### config.mk
export PLATFORM = sky130hd
export DESIGN_NAME = ssp_top
export DESIGN_NICKNAME = d
export VERILOG_FILES = /design/src/hdl/ssp_pkg.sv /design/src/hdl/ssp_top.sv
export VERILOG_INCLUDE_DIRS = /design/src /design/src/hdl
export SDC_FILE = /design/constraint.sdc
export NUM_CORES = 1
export LEC_CHECK = 0
export ABC_AREA = 0
export BUFFER_PORTS_ARGS = -buffer_cell sky130_fd_sc_hd__buf_2
export CORE_ASPECT_RATIO = 0.8
export CORE_MARGIN = 10
export CORE_UTILIZATION = 36
export CTS_BUF_LIST = sky130_fd_sc_hd__clkbuf_8
export DETAILED_ROUTE_END_ITERATION = 10
export GPL_ROUTABILITY_DRIVEN = 1
export GPL_TIMING_DRIVEN = 0
export PLACE_DENSITY = 0.66
export SLEW_MARGIN = 20
export SYNTH_ARGS = -nofsm -noshare
export SYNTH_HDL_FRONTEND = slang
export SYNTH_SLANG_ARGS = --single-unit
### constraint.sdc
create_clock -name pclk -period 7.12 [get_ports pclk]
set_clock_uncertainty 0.05 [all_clocks]
set_input_delay 0.356 -clock pclk [delete_from_list [all_inputs] [get_ports pclk]]
set_output_delay 0.356 -clock pclk [all_outputs]
set_load 0.01 [all_outputs]
### src/hdl/ssp_defines.svh
// offsets, field values and timing constants of the sync sleep pulse controller
`ifndef SSP_DEFINES_SVH
`define SSP_DEFINES_SVH

// ==================================================
// register byte offsets
`define SSP_ADDR_CTRL        8'h00
`define SSP_ADDR_SLEEP_PER   8'h04
`define SSP_ADDR_WAKE_TIME   8'h08
`define SSP_ADDR_MIN_WAKE    8'h0c
`define SSP_ADDR_CMD         8'h10
`define SSP_ADDR_STATUS      8'h14

// ==================================================
// field values
`define SSP_MODE_SUPPORT     4'h7
`define SSP_MODE_CYCLIC      4'h8
`define SSP_PINF_ON_SLEEP    4'h1
`define SSP_PINF_PULSE       4'h6
`define SSP_CMD_SLEEP_BIT    0
`define SSP_RST_MIN_WAKE     16'h0064

// ==================================================
// timing: the time in its unit, then derived cycle counts
`define SSP_CLK_PERIOD_NS    25
`define SSP_TICK_NS          1000000
`define SSP_TICK_CYCLES      (`SSP_TICK_NS / `SSP_CLK_PERIOD_NS)
`define SSP_PULSE_LOW_NS     1000
`define SSP_PULSE_LOW_CYC    ((`SSP_PULSE_LOW_NS + `SSP_CLK_PERIOD_NS - 1) / `SSP_CLK_PERIOD_NS)
`define SSP_LONG_PRESS_MS    12'h07d0
`define SSP_DOUBLE_GAP_MS    9'h01f4
`define SSP_AWAKE_HOLD_MS    15'h7530
`define SSP_LED_SLOW_MS      10'h03e8
`define SSP_LED_FAST_MS      10'h00fa

`endif

### src/hdl/ssp_pkg.sv
// types of the sync sleep pulse controller
package ssp_pkg;

    // ==================================================
    // software controls
    typedef struct packed {
        logic       pref_coord;
        logic [3:0] sleep_pin_function;
        logic [3:0] sleep_mode_select;
    } ssp_ctrl_t;

    // ==================================================
    // one peer message; flags are one-cycle pulses
    typedef struct packed {
        logic        sync;
        logic        sync_req;
        logic        sleep_now;
        logic [15:0] sleep_period;
        logic [15:0] wake_time;
    } ssp_msg_t;

    // ==================================================
    // node state
    typedef enum logic [2:0] {
        ST_NORMAL = 3'b001,
        ST_SEARCH = 3'b010,
        ST_SYNCED = 3'b100
    } ssp_state_t;

endpackage

### src/hdl/ssp_top.sv
// sync sleep pulse controller: apb registers, sleep cycle, pulse pin, button and led
//
// Our own choices: the APB interface to the registers and the address map.
`timescale 1ns/1ps
`include "ssp_defines.svh"

// Notes on behaviour
// sleep-immediate command sleeps this node now and broadcasts sleep to all
// early sleep lasts rest of wake plus sleep time; cycle unchanged
// a node missing the sleep broadcast just keeps its normal cycle
// pin function 6 drives pin low then high at each sync point
// pin shows either on-sleep indicator (function 1) or pulse, never both
// pulse still made when sleeping network; no transmit while asleep
// sync messages and pulse only with sleep mode 7 or 8
// sleep period 0 keeps the network awake even in mode 8
// wake time sets pulse interval, raised to traversal minimum
// pulse alignment typically within 100 us, not guaranteed
// after reset the node runs normal, non-sleeping mode
// sleep options bit set to 1 makes node preferred coordinator
// double button press makes node emit syncs as coordinator
// coordinator blinks the association led slowly
// led blinks whenever node is awake and synchronized
// single press wakes a synchronized sleeping node
// unsynced node repeats sync request then sleeps its sleep period
// any awake node answers a sync request with a sync; code answers only when synced in mode 7 or 8
// sleep-support nodes never sleep
// two second button hold wakes a cyclic-sleep node
// long-press wake lasts 30 seconds, answering sync requests
// a received sync sets sleep period and wake time
// mode 7 is always-awake support, mode 8 cyclic sleep
// pulse low phase lasts a fixed number of clock cycles
module ssp_top #(
    parameter int MS_CYCLES = `SSP_TICK_CYCLES
) (
    // clock and reset
    input  wire logic              pclk,
    input  wire logic              presetn,
    // apb slave
    input  wire logic [7:0]        paddr,
    input  wire logic              psel,
    input  wire logic              penable,
    input  wire logic              pwrite,
    input  wire logic [31:0]       pwdata,
    output logic      [31:0]       prdata,
    output logic                   pready,
    output logic                   pslverr,
    // peer messages over the radio
    input  wire ssp_pkg::ssp_msg_t rx_msg,
    output ssp_pkg::ssp_msg_t      tx_msg,
    output logic                   tx_enable,
    // pins
    input  wire logic              commission_btn,
    output logic                   assoc_led,
    output logic                   sleep_indicator_pin
);

    // cycles from the end of the eight checked low cycles to the pin's return high
    localparam int PULSE_HI_DLY = `SSP_PULSE_LOW_CYC - 7;

    ssp_pkg::ssp_ctrl_t  ctrl_reg, ctrl_next;
    logic [15:0]         sp_reg, sp_next, st_reg, st_next, minw_reg, minw_next;
    logic [31:0]         prdata_reg, prdata_next;
    logic                slverr_reg, slverr_next, cmd_sleep;
    logic [15:0]         tick_reg, tick_next;
    logic                tick;
    ssp_pkg::ssp_state_t state_reg, state_next;
    logic [16:0]         phase_reg, phase_next, period;
    logic                early_reg, early_next, nom_reg, nom_next;
    logic [14:0]         forced_reg, forced_next;
    ssp_pkg::ssp_msg_t   tx_reg, tx_next;
    logic                txen_reg;
    logic [15:0]         st_eff;
    logic                mode_ok, mode_sup, mode_cyc, sp0, in_wake, awake, coord, synced;
    logic                adopt, period_end, sync_pt, imm_ok;
    logic                btn_prev_reg;
    logic [11:0]         hold_reg, hold_next;
    logic [1:0]          press_reg, press_next;
    logic [8:0]          gap_reg, gap_next;
    logic                btn_long, btn_single, btn_double;
    logic [5:0]          pulse_reg, pulse_next;
    logic                pin_reg, pin_next, led_reg, led_next, blink_on;
    logic [9:0]          led_cnt_reg, led_cnt_next, led_lim;

    // ==================================================
    // decode
    assign mode_sup   = ctrl_reg.sleep_mode_select == `SSP_MODE_SUPPORT;
    assign mode_cyc   = ctrl_reg.sleep_mode_select == `SSP_MODE_CYCLIC;
    assign mode_ok    = mode_sup | mode_cyc;
    assign st_eff     = (st_reg < minw_reg) ? minw_reg : st_reg;
    assign sp0        = sp_reg == 16'h0000;
    assign period     = {1'b0, st_eff} + {1'b0, sp_reg};
    assign in_wake    = phase_reg < {1'b0, st_eff};
    assign synced     = state_reg == ssp_pkg::ST_SYNCED;
    assign coord      = synced & (ctrl_reg.pref_coord | nom_reg);
    assign tick       = tick_reg == 16'(MS_CYCLES - 1);
    assign adopt      = rx_msg.sync & awake & mode_ok & !coord;
    assign period_end = tick & (phase_reg >= period - 17'h0_0001);
    // the sync point is the phase wrap with no extra latency, so node skew
    // stays that of the incoming sync, typically 100 us
    assign sync_pt    = period_end | adopt;
    assign imm_ok     = cmd_sleep & synced & mode_cyc & !sp0;

    always_comb begin
        case (state_reg)
            ssp_pkg::ST_NORMAL: awake = 1'b1;
            ssp_pkg::ST_SYNCED: awake = mode_sup | sp0 | (in_wake & !early_reg)
                                        | (forced_reg != 15'h0000);
            ssp_pkg::ST_SEARCH: awake = mode_sup | sp0 | in_wake
                                        | (forced_reg != 15'h0000);
            default:            awake = 1'b1;
        endcase
    end

    // ==================================================
    // apb slave: read data latched in setup, writes taken and the answer given in the access cycle
    assign pready  = penable;
    assign prdata  = prdata_reg;
    assign pslverr = slverr_reg;

    always_comb begin
        ctrl_next   = ctrl_reg;
        sp_next     = sp_reg;
        st_next     = st_reg;
        minw_next   = minw_reg;
        prdata_next = prdata_reg;
        slverr_next = slverr_reg;
        cmd_sleep   = 1'b0;
        if (psel && !penable) begin
            slverr_next = 1'b0;
            prdata_next = 32'h0000_0000;
            case (paddr)
                `SSP_ADDR_CTRL:      prdata_next = {23'h00_0000, ctrl_reg};
                `SSP_ADDR_SLEEP_PER: prdata_next = {16'h0000, sp_reg};
                `SSP_ADDR_WAKE_TIME: prdata_next = {16'h0000, st_eff};
                `SSP_ADDR_MIN_WAKE:  prdata_next = {16'h0000, minw_reg};
                `SSP_ADDR_CMD:       prdata_next = 32'h0000_0000;
                `SSP_ADDR_STATUS:    prdata_next = {28'h000_0000, forced_reg != 15'h0000,
                                                    coord, synced, awake};
                default:             slverr_next = 1'b1;
            endcase
        end
        if (psel && penable && pwrite) begin
            case (paddr)
                `SSP_ADDR_CTRL:      ctrl_next = ssp_pkg::ssp_ctrl_t'(pwdata[8:0]);
                `SSP_ADDR_SLEEP_PER: sp_next   = pwdata[15:0];
                `SSP_ADDR_WAKE_TIME: st_next   = pwdata[15:0];
                `SSP_ADDR_MIN_WAKE:  minw_next = pwdata[15:0];
                `SSP_ADDR_CMD:       cmd_sleep = pwdata[`SSP_CMD_SLEEP_BIT];
                default:             cmd_sleep = 1'b0;
            endcase
        end
        // a received sync overrides a software write in the same cycle
        if (adopt) begin
            sp_next = rx_msg.sleep_period;
            st_next = rx_msg.wake_time;
        end
    end

    always_ff @(posedge pclk or negedge presetn) begin
        if (!presetn) begin
            ctrl_reg   <= '0;
            sp_reg     <= 16'h0000;
            st_reg     <= 16'h0000;
            minw_reg   <= `SSP_RST_MIN_WAKE;
            prdata_reg <= 32'h0000_0000;
            slverr_reg <= 1'b0;
        end else begin
            ctrl_reg   <= ctrl_next;
            sp_reg     <= sp_next;
            st_reg     <= st_next;
            minw_reg   <= minw_next;
            prdata_reg <= prdata_next;
            slverr_reg <= slverr_next;
        end
    end

    // ==================================================
    // millisecond timebase
    always_comb begin
        tick_next = tick ? 16'h0000 : tick_reg + 16'h0001;
    end

    always_ff @(posedge pclk or negedge presetn) begin
        if (!presetn) begin
            tick_reg <= 16'h0000;
        end else begin
            tick_reg <= tick_next;
        end
    end

    // ==================================================
    // sleep cycle, sync messages, forced wake
    always_comb begin
        state_next  = state_reg;
        phase_next  = phase_reg;
        early_next  = early_reg;
        nom_next    = nom_reg;
        forced_next = forced_reg;
        tx_next     = '0;
        case (state_reg)
            ssp_pkg::ST_NORMAL: state_next = ssp_pkg::ST_SEARCH;
            ssp_pkg::ST_SEARCH: if (adopt || ctrl_reg.pref_coord || nom_reg) begin
                state_next = ssp_pkg::ST_SYNCED;
            end
            ssp_pkg::ST_SYNCED: state_next = ssp_pkg::ST_SYNCED;
            default:            state_next = ssp_pkg::ST_NORMAL;
        endcase
        if (!mode_ok) begin
            state_next = ssp_pkg::ST_NORMAL;
        end
        // a missed sleep broadcast leaves the phase untouched
        if (!mode_ok || sync_pt) begin
            phase_next = 17'h0_0000;
        end else if (tick) begin
            phase_next = phase_reg + 17'h0_0001;
        end
        // set wins over the clear at the sync point
        if (sync_pt) begin
            early_next = 1'b0;
        end
        if (imm_ok || (rx_msg.sleep_now && awake && synced && mode_cyc)) begin
            early_next = 1'b1;
        end
        if (!mode_ok) begin
            nom_next = 1'b0;
        end else if (btn_double) begin
            nom_next = 1'b1;
        end
        if (forced_reg != 15'h0000 && tick) begin
            forced_next = forced_reg - 15'h0001;
        end
        if (mode_ok && (btn_long || (btn_single && synced && !awake))) begin
            forced_next = `SSP_AWAKE_HOLD_MS;
        end
        tx_next.sync       = mode_ok & synced & ((period_end & coord)
                             | (rx_msg.sync_req & awake));
        tx_next.sync_req   = mode_ok & (state_reg == ssp_pkg::ST_SEARCH) & period_end;
        tx_next.sleep_now  = imm_ok;
        tx_next.sleep_period = sp_reg;
        tx_next.wake_time    = st_eff;
    end

    always_ff @(posedge pclk or negedge presetn) begin
        if (!presetn) begin
            state_reg  <= ssp_pkg::ST_NORMAL;
            phase_reg  <= 17'h0_0000;
            early_reg  <= 1'b0;
            nom_reg    <= 1'b0;
            forced_reg <= 15'h0000;
            tx_reg     <= '0;
            txen_reg   <= 1'b0;
        end else begin
            state_reg  <= state_next;
            phase_reg  <= phase_next;
            early_reg  <= early_next;
            nom_reg    <= nom_next;
            forced_reg <= forced_next;
            tx_reg     <= tx_next;
            txen_reg   <= awake;
        end
    end

    assign tx_msg    = tx_reg;
    assign tx_enable = txen_reg;

    // ==================================================
    // commissioning button: short, double and long presses
    always_comb begin
        hold_next  = hold_reg;
        press_next = press_reg;
        gap_next   = gap_reg;
        btn_long   = 1'b0;
        btn_single = 1'b0;
        btn_double = 1'b0;
        if (commission_btn && !btn_prev_reg) begin
            hold_next = 12'h000;
        end else if (commission_btn && tick && hold_reg < `SSP_LONG_PRESS_MS) begin
            hold_next = hold_reg + 12'h001;
            btn_long  = hold_reg == `SSP_LONG_PRESS_MS - 12'h001;
        end
        if (press_reg != 2'b00 && tick) begin
            gap_next = gap_reg + 9'h001;
            if (gap_reg == `SSP_DOUBLE_GAP_MS - 9'h001) begin
                btn_single = 1'b1;
                press_next = 2'b00;
            end
        end
        if (!commission_btn && btn_prev_reg && hold_reg < `SSP_LONG_PRESS_MS) begin
            gap_next = 9'h000;
            if (press_reg != 2'b00) begin
                btn_double = 1'b1;
                btn_single = 1'b0;
                press_next = 2'b00;
            end else begin
                press_next = 2'b01;
            end
        end
    end

    always_ff @(posedge pclk or negedge presetn) begin
        if (!presetn) begin
            btn_prev_reg <= 1'b0;
            hold_reg     <= 12'h000;
            press_reg    <= 2'b00;
            gap_reg      <= 9'h000;
        end else begin
            btn_prev_reg <= commission_btn;
            hold_reg     <= hold_next;
            press_reg    <= press_next;
            gap_reg      <= gap_next;
        end
    end

    // ==================================================
    // sleep indicator pin and association led
    assign blink_on = coord | (synced & awake);
    assign led_lim  = coord ? `SSP_LED_SLOW_MS : `SSP_LED_FAST_MS;

    always_comb begin
        pulse_next   = pulse_reg;
        led_cnt_next = led_cnt_reg;
        led_next     = led_reg;
        if (pulse_reg != 6'h00) begin
            pulse_next = pulse_reg - 6'h01;
        end
        if (sync_pt && mode_ok && (synced || adopt)) begin
            pulse_next = 6'(`SSP_PULSE_LOW_CYC);
        end
        case (ctrl_reg.sleep_pin_function)
            `SSP_PINF_PULSE:    pin_next = !mode_ok || (pulse_next == 6'h00);
            `SSP_PINF_ON_SLEEP: pin_next = awake;
            default:            pin_next = 1'b0;
        endcase
        if (!blink_on) begin
            led_cnt_next = 10'h000;
            led_next     = 1'b0;
        end else if (tick) begin
            if (led_cnt_reg >= led_lim - 10'h001) begin
                led_cnt_next = 10'h000;
                led_next     = !led_reg;
            end else begin
                led_cnt_next = led_cnt_reg + 10'h001;
            end
        end
    end

    always_ff @(posedge pclk or negedge presetn) begin
        if (!presetn) begin
            pulse_reg   <= 6'h00;
            pin_reg     <= 1'b0;
            led_reg     <= 1'b0;
            led_cnt_reg <= 10'h000;
        end else begin
            pulse_reg   <= pulse_next;
            pin_reg     <= pin_next;
            led_reg     <= led_next;
            led_cnt_reg <= led_cnt_next;
        end
    end

    assign sleep_indicator_pin = pin_reg;
    assign assoc_led           = led_reg;
endmodule // ssp_top

Word-level counts from Yosys, hierarchy flattened. Cells that the tools add are included.

Register bits: 221. Bits of input ports: 81.

Bitwise gates (word level): 26. Eq/ne operators: 19. Mux-type cells: 50. Reduce and logical (&&, ||, !) cells: 56. Add/subtract/negate cells: 10. Magnitude comparators: 5.

Operator list (number): $mux 16 (8); $pmux 16 s5 (1); $mux 10 (4); $mux 17 (2); $mux 15 (2); $mux 12 (2); $reduce_bool 2->1 (10); $mux 1 (19); $logic_and 1x1->1 (18); $mux 9 (2); $add 16x16->17 (1); $add 17x1->17 const B (1); $ge 17x17->1 (1); $lt 17x16->1 (1); $sub 17x1->17 const B (1); $add 16x1->16 const B (1); $and 1x1->1 (16); $eq 16x16->1 const B (1); $eq 8x4->1 const B (2); $eq 8x5->1 const B (2); $logic_not 16->1 (1); $lt 16x16->1 (1); $reduce_bool 15->1 (1); $sub 15x1->15 const B (1); 32 further kinds (67).

Logic depth before layout (Yosys ltp). Gate-level depths: netlist of the first run.

Word-level depth: 17. Depth in mapped cells: 34. Depth with buffers taken out: 31.

Least setup slack after synthesis of the first run. No wires, ideal clock.

Path kind: register to register. Start point: reg minw_reg[6]. End point: reg phase_reg[10]. Required time: 6987 ps. Arrival: 6167 ps. Setup slack: 820 ps. Cell stages (with the launch flop): 32. Buffers on the path: 3. Cell sequence: dfstp_2 inv_1 ha_1 and4_1 a41oi_2 a21oi_4 clkbuf_1 mux2i_1 ha_1 inv_1 ha_1 a21o_1 a21oi_1 o21ai_0 a21oi_1 o21ai_0 a211o_1 o311ai_0 o21bai_1 a21oi_1 xor2_1 ha_1 and4_1 a31oi_1 a21oi_1 o31a_1 o21ai_0 a21oi_1 or2_2 buf_1 clkbuf_1 nor3_2.

Cells in the longest elaborated chain, start to end: 13. Elaborated cells between the ends (all ways): 20. Those cells by class: add/sub: 2; order compare: 3; mux: 3; bitwise: 10; reduce/logical: 2.

Ends and longest elaborated chain: start, declared (line ssp_top.sv:61) `logic [15:0] sp_reg, sp_next, st_reg, st_next, minw_reg, minw_next;`; start signal, assigned (line ssp_top.sv:164) `` minw_reg <= `SSP_RST_MIN_WAKE; ``; start signal, assigned (line ssp_top.sv:171) `minw_reg <= minw_next;`; $lt 16x16->1 (line ssp_top.sv:89) `assign st_eff = (st_reg < minw_reg) ? minw_reg : st_reg;`; $mux 16 * (line ssp_top.sv:89); branches (longest 8 deep; another with $add 16x16->17); $or 1x1->1 * (line ssp_top.sv:100) `assign sync_pt = period_end | adopt;`; $logic_or 1x1->1 * (line ssp_top.sv:212) `if (!mode_ok || sync_pt) begin`; $mux 17 / $reduce_bool 2->1 (equally long branches); end signal, assigned (line ssp_top.sv:254) `phase_reg <= phase_next;`; end, declared (line ssp_top.sv:67) `logic [16:0] phase_reg, phase_next, period;`.

Every way passes the cells marked *. A chain may end at the register's enable or synchronous reset.

Worst setup path after layout of the first run.
Start point: reg minw_reg[6]. End point: reg phase_reg[11].

The elaborated chain is that of the path after synthesis.

==> metrics.txt, run 1 <==
Reg2Reg Setup Slack=just over 0.4 ns; largest cells by area after synthesis=dfrtp_1 42%, ha_1 8.4%, mux2_2 3.9%; Reg-to-Reg Start=minw_reg[6]$_DFFE_PN1P_; R2R depth=33; Avg WL per Cell=17.68 um; GRT Util Overall=~16%; mux contribution to synthesized area=under 10%; CP startpoint kind=flop; TNS Setup=0 ns; Slew Limit Fails=0; die area=approximately 41000 um^2; most frequent cells in the layout=200 x dfrtp_1, 120 x buf_2, 104 x nand2_1; Synth Flop Type=dfrtp_1; CTS tree=done; Setup WS post-layout=0.4103 ns; library cells used by synthesis=74; Leak=approximately 0.0068 uW; critical path required time=about 7.5 ns; final WL=33620 um; number of I/O pins=approximately 150; share of cells above drive strength 1=between 20% and 30%; Synth Area in Simple Gates=18.00%; Util after Layout=44.19%; Layout Nets=about 1600; sequential area share after synthesis=42.44%; Synth Register Bits=just over 200; routed vias=9859; EDFF count, synth=0; worst-path fanout max=10; final hold viol count=0; Setup CP Type=flop to flop; Post-Syn Instances=between 1000 and 1500; vias in the first global route=about 9700; Synth area leader=dfrtp_1; fin crit period=about 6.7 ns; RR Endpoint=phase_reg[11]$_DFFE_PN0P_; Clk Latency, worst-skew pair=0.53 ns; initial antenna violation count=2; Worst path depth=33; CP top delay family=compound AO/OA/AOI/OAI gates; fmax=about 150 MHz; Setup crit start=minw_reg[6]$_DFFE_PN1P_; adder-cell share of the synthesized area=under 10%; Setup crit end kind=flop; clock-pin slew on the worst setup and hold paths=0.07 ns; commonest non-fill, non-tap cell in the layout=dfrtp_1; largest net degree at the start of global routing=around 100; CP max-delay cell=dfstp_2; vias per inst=5.186; Final setup viols=0; DRC=0; row cnt=just under 60; area delta synth->final=20.30%; CORE AREA=32780 um^2; RSZ-0062 raised after global routing=false; Max Cap Viol=0; First DRT Iteration DRCs=between 600 and 700; Synth warnings=0; H-tree Lvls=2; main combinational cell family by area after synthesis=simple AND/OR/NAND/NOR gates; Tcrit/Tclk final=between 90% and 100%; CP peak stage delay=0.56 ns; CTS buffer count=37; worst hold-check path type=input port to flop; GRT Residual Overflow=0; Fill cells=~3200; GP Congestion=just over 0.9; pwr/cell area=202.1 nW/um^2; Largest register FFs=35; DR pass1 iterations=6; status=complete, no violations; initial core utilization=between 30% and 40%; die width=about 220 um; Synth Area in XOR/XNOR=5.528%; Die Y=183.6 um; Clock Sinks=roughly 200; DP Worst Slack=-0.5422 ns; clk buf depth=3; Post-DP HPWL=approximately 25000 um; WHS=between 0.015 and 0.02 ns; slew margin rel.=39.67%; Synth top area share=around 42%; first-pass GRT wire length=approximately 53000 um; # port buffers=between 100 and 150; Worst Path Arrival=just over 7 ns; Mapped Area=between 10000 and 15000 um^2; Synth Area in Compound Gates=between 10% and 20%; root buffer cell=clkbuf_8; Least-Margin Pin Slew=~0.9 ns; Detail Route Antenna Nets=0; crit path buf inv count=5; worst vdd ir=between 0.15 and 0.2 mV; asr flop ratio synth=100.0%; Syn Area/Cell=9.749 um^2; CP Capture Point=phase_reg[11]$_DFFE_PN0P_
## where the power goes
part / internal, uW / switching [uW] / total (uW)
combinational: 249 / 308 / 558
clock: 585 / 501 / 1090
sequential: 1220 / 66.8 / 1280
total: 2050 / 877 / 2930
## synth_stat cells, drive strengths merged (3+ instances only)
| cell | instances |
|---|---|
| xnor2 | 36 |
| clkbuf | 27 |
| nor2b | 13 |
| or3 | 11 |
| nand2b | 18 |
| a21oi | 61 |
| dfstp | 4 |
| or2 | 7 |
| o21bai | 3 |
| a211oi | 7 |
| ha | 81 |
| mux2i | 16 |
| a21boi | 3 |
| nand3 | 36 |
| nor2 | 95 |
| o21a | 4 |
| o22ai | 9 |
| xor2 | 40 |
| a22o | 11 |
| a21o | 10 |
| nand3b | 12 |
| nor3 | 37 |
| and4 | 6 |
| dfrtp | 200 |
| or4 | 5 |
| nor4 | 11 |
| a31oi | 5 |
| nor4b | 4 |
| nor3b | 3 |
| a41oi | 5 |
| a22oi | 11 |
| and2 | 8 |
| buf | 28 |
| mux2 | 72 |
| o31ai | 5 |
| nand4 | 12 |
| o21ai | 72 |
| nand2 | 105 |
| inv | 90 |
| and3 | 25 |
## area by class of cell
class | count | area, um^2 | share of cell area [%]
diodes | 1 | 2.502 | 0.01728
plain buffers | 54 | 329.1 | 2.272
clock buffers | 46 | 633.1 | 4.371
clock inverters | 20 | 93.84 | 0.6479
inverters | 90 | 337.8 | 2.332
multi-input cells | 901 | 6435 | 44.43
flip-flops and latches | 204 | 5110 | 35.28
well taps | 427 | 534.3 | 3.689
repair buffers | 158 | 1008 | 6.963
## worst min path at each step
| stage | slack [ns] | from | endpoint | cells after the start |
|---|---|---|---|---|
| after floorplan | 0.01 | presetn | assoc_led$_DFFE_PN0P_ | 0 |
| after global placement | 0.41 | tick_reg[4]$_DFF_PN0_ | tick_reg[4]$_DFF_PN0_ | 1 |
| after detailed placement | 0.12 | presetn | tick_reg[12]$_DFF_PN0_ | 1 |
| after CTS | 0.004 | rx_msg[1] | st_reg[1]$_DFFE_PN0P_ | 2 |
| after global routing | 0.01 | rx_msg[10] | st_reg[10]$_DFFE_PN0P_ | 2 |
| final | 0.02 | rx_msg[9] | st_reg[9]$_DFFE_PN0P_ | 2 |
## timing repair
action / CTS / global route
buffers inserted: 5 / 0
endpoints found under the setup margin: 17 / 26
resized for setup: 13 / 12
endpoints found under the hold margin: 229 / 0
pin swaps: 2 / 3
hold buffers: 30 / 0
## worst reg2reg max path, delay by kind of cell, from the launching register on
| kind | cells | cell delay [ns] |
|---|---|---|
| mux | 1 | 0.22 |
| simple gates | 6 | 0.77 |
| compound gates | 15 | 2.83 |
| buf+inv | 5 | 0.63 |
| flops | 1 | 0.56 |
| xor+xnor | 1 | 0.14 |
| fa+ha+maj | 5 | 1.37 |
## per-layer routing
layer | vias to the layer above | part of all wire, % | GRT usage [%]
met5 | - | 0 | 0
met4 | 0 | 2.1 | 4.643
met3 | 52 | 6.1 | 3.300
met2 | 303 | 46 | 25.31
met1 | 4779 | 46 | 21.61
li1 | 4725 | - | -
## per-stage QoR
stage / instances / cell area (um^2) / total power, uW
detailed placement: 1800 / 13310 / 1835
floorplan: 1250 / 12100 / 1648
global route: 1900 / 14480 / 3088
global placement: 1797 / 13230 / 1813
finish: 1901 / 14480 / 2928
CTS: 1901 / 14420 / 2940
## cells by family after synthesis
logic type | count (synthesis)
buf+inv | 145
flops | 204
compound gates | 223
mux | 88
fa+ha+maj | 83
xor+xnor | 76
simple gates | 415
other cells | 1
Note: power is estimated with default switching activity, not from simulation.
==> run 2, diff against run 1 <==
ABC_AREA = 1   (was 0)
==> metrics.txt, run 2 <==
H-tree Lvls=2; area delta synth->final=19.29%; CORE AREA=around 33000 um^2; Post-Syn Instances=around 1500; Least-Margin Pin Slew=around 0.95 ns; CP max-delay cell=dfstp_2; slew margin rel.=a little over a third; fin crit period=6.456 ns; CP peak stage delay=about 0.56 ns; worst hold-check path type=input port to flop; most frequent cells in the layout=330 x nand2_1, 255 x inv_1, 200 x dfrtp_1; Die Y=about 180 um; mux contribution to synthesized area=0.08391%; P_int=between 2000 and 2500 uW; CTS buffer count=36; Design Area, Final=around 14000 um^2; Setup crit end kind=flop; Flop pwr share=a little over two fifths; CTS tree=done; largest net degree at the start of global routing=95; Layout Nets=1876; Tcrit/Tclk final=90.67%; largest cells by area after synthesis=dfrtp_1 42%, nand2_1 10%, ha_1 8.5%; Fill cells=between 3000 and 4000; DR pass1 iterations=6; Synth Register Bits=204; adder-cell share of the synthesized area=under 10%; Final setup viols=0; First DRT Iteration DRCs=about 910; clock-pin slew on the worst setup and hold paths=around 0.070 ns; RSZ-0062 raised after global routing=false; Sw Share=31.32%; switching power=between 900 and 1000 uW; WHS=about 0.034 ns; routed vias=about 11000; pwr/cell area=216.3 nW/um^2; final hold viol count=0; number of I/O pins=around 150; library cells used by synthesis=57; Leak=~0.0072 uW; GP Congestion=0.9281; Synth Flop Type=dfrtp_1; Post-DP HPWL=roughly 27000 um; commonest non-fill, non-tap cell in the layout=nand2_1; crit-path most repeated cell=nand2_1; DP Worst Slack=-0.04489 ns; critical path required time=around 7.5 ns; root buffer cell=clkbuf_8; Largest register FFs=35; asr flop ratio synth=100.0%; final WL=approximately 34000 um; clk buf depth=3; initial antenna violation count=0; status=complete, no violations; GRT Residual Overflow=0; Synth Area in XOR/XNOR=under 10%; Setup CP Type=flop to flop; Post-CTS Setup Repair Bufs=0; Synth Area in Compound Gates=approximately an eighth; Avg WL per Cell=approximately 16 um; initial core utilization=36.56%; sequential area share after synthesis=42.84%; Comb power frac=21.7%; Setup WS post-layout=approximately 0.66 ns; Max Cap Viol=0; share of cells above drive strength 1=13.97%; main combinational cell family by area after synthesis=simple AND/OR/NAND/NOR gates; die area=between 40000 and 50000 um^2; Clock power frac=approximately 36%; row cnt=roughly 60; Post-synth top cells=330 x nand2_1, 241 x inv_1, 200 x dfrtp_1; worst-path fanout max=10; worst vdd ir=around 0.14 mV; Synth Area in Simple Gates=a little under a quarter; Clk Latency, worst-skew pair=0.55 ns; Synth warnings=0; Syn Area/Cell=7.900 um^2; Synth area leader=dfrtp_1; Design Power=3079 uW; CP startpoint kind=flop; Worst Path Arrival=6.83 ns; Synth top area share=between 40% and 50%; Detail Route Antenna Nets=0; # port buffers=120; TNS Setup=0 ns; first-pass GRT wire length=roughly 56000 um; area post-placement=13190 um^2; die width=223.5 um; Clock Sinks=~200; DRC=0; GRT Util Overall=approximately 17%; Mapped Area=roughly 12000 um^2; fmax=approximately 150 MHz; top-count cell post-synth=nand2_1; Slew Limit Fails=0; vias in the first global route=around 10000; EDFF count, synth=0; vias per inst=4.978
run 2: cell types whose count changed after synthesis, moves of 16 or more:
| cell | before | now |
|---|---|---|
| nand2_1 | 104 | 330 |
| inv_1 | 90 | 241 |
| nor2_1 | 95 | 151 |
| mux2_2 | 42 | 0 |
| mux2_1 | 30 | 0 |
| xnor2_1 | 36 | 9 |
| o211ai_1 | 0 | 24 |
| and3_1 | 25 | 3 |
| nand3_1 | 36 | 57 |
| nand2b_1 | 18 | 0 |
| a21oi_1 | 60 | 76 |
| nand4_1 | 11 | 27 |
run 2: worst paths after layout:
check                                        start                       endpoint  slack (ns)  cells after the start
setup reg to reg           minw_reg[5]$_DFFE_PN1P_  sleep_indicator_pin$_DFF_PN0_        0.66                     39
hold reg to reg             sp_reg[14]$_DFFE_PN0P_           tx_msg[30]$_DFF_PN0_        0.38                      0
max in group asynchronous                  presetn        minw_reg[5]$_DFFE_PN1P_        5.67                      4
setup / recovery           minw_reg[5]$_DFFE_PN1P_  sleep_indicator_pin$_DFF_PN0_        0.66                     39
hold / removal                          rx_msg[18]          sp_reg[2]$_DFFE_PN0P_        0.03                      3
min in group asynchronous                  presetn            tx_msg[1]$_DFF_PN0_        0.18                      2
run 2: worst max-delay path, delay by kind of cell (launching register included):
family / cells / cell delay (ns)
flops: 1 / 0.56
compound gates: 12 / 1.80
buf+inv: 4 / 0.48
xor+xnor: 1 / 0.10
simple gates: 18 / 2.08
fa+ha+maj: 4 / 1.23
run 2: power groups by stage:
stage	Sequential, uW	Clock, uW	Combinational [uW]
3_5_place_dp	1310	0	646
3_3_place_gp	1310	0	622
5_1_grt	1300	1210	772
6_report	1290	1120	667
4_1_cts	1290	1150	661
2_1_floorplan	1290	0	456
run 2: what timing repair did:
action / in CTS / in global routing
gates cloned: 0 / 0
endpoints found under the setup margin: 1 / 26
hold endpoints to repair: 138 / 0
pin swaps: 0 / 0
gates resized for setup: 1 / 5
hold buffers: 28 / 0
run 2: cell type report:
cell class	instances	area (um^2)	share of cell area (%)
Antenna cell	1	2.502	0.01759
Multi-Input combinational cell	1031	5710	40.13
Clock inverter	18	110.1	0.7738
Clock buffer	46	633.1	4.449
Inverter	247	927.1	6.515
Tap cell	427	534.3	3.755
Timing Repair Buffer	150	945.9	6.647
Buffer	43	256.5	1.803
Sequential cell	204	5110	35.91
run 2: metal layers:
| metal | part of all wire, % | vias up | global-route usage (%) |
|---|---|---|---|
| met3 | 5.6 | 44 | 2.813 |
| met1 | 47 | 5062 | 22.80 |
| li1 | - | 5326 | - |
| met4 | 1.8 | 0 | 4.938 |
| met5 | 0 | - | 0 |
| met2 | 45 | 355 | 25.99 |
run 2: per-stage QoR:
stage | utilization [%] | std cells
floorplan | - | 1525
global placement | 40.21 | 2072
detailed placement | 40.41 | 2074
CTS | 43.55 | 2166
global route | 43.60 | 2166
finish | 43.61 | 2167
run 2: cell families after synthesis:
kind of cell | after synthesis
flops | 204
fa+ha+maj | 82
compound gates | 247
other cells | 1
buf+inv | 290
simple gates | 646
mux | 1
xor+xnor | 39
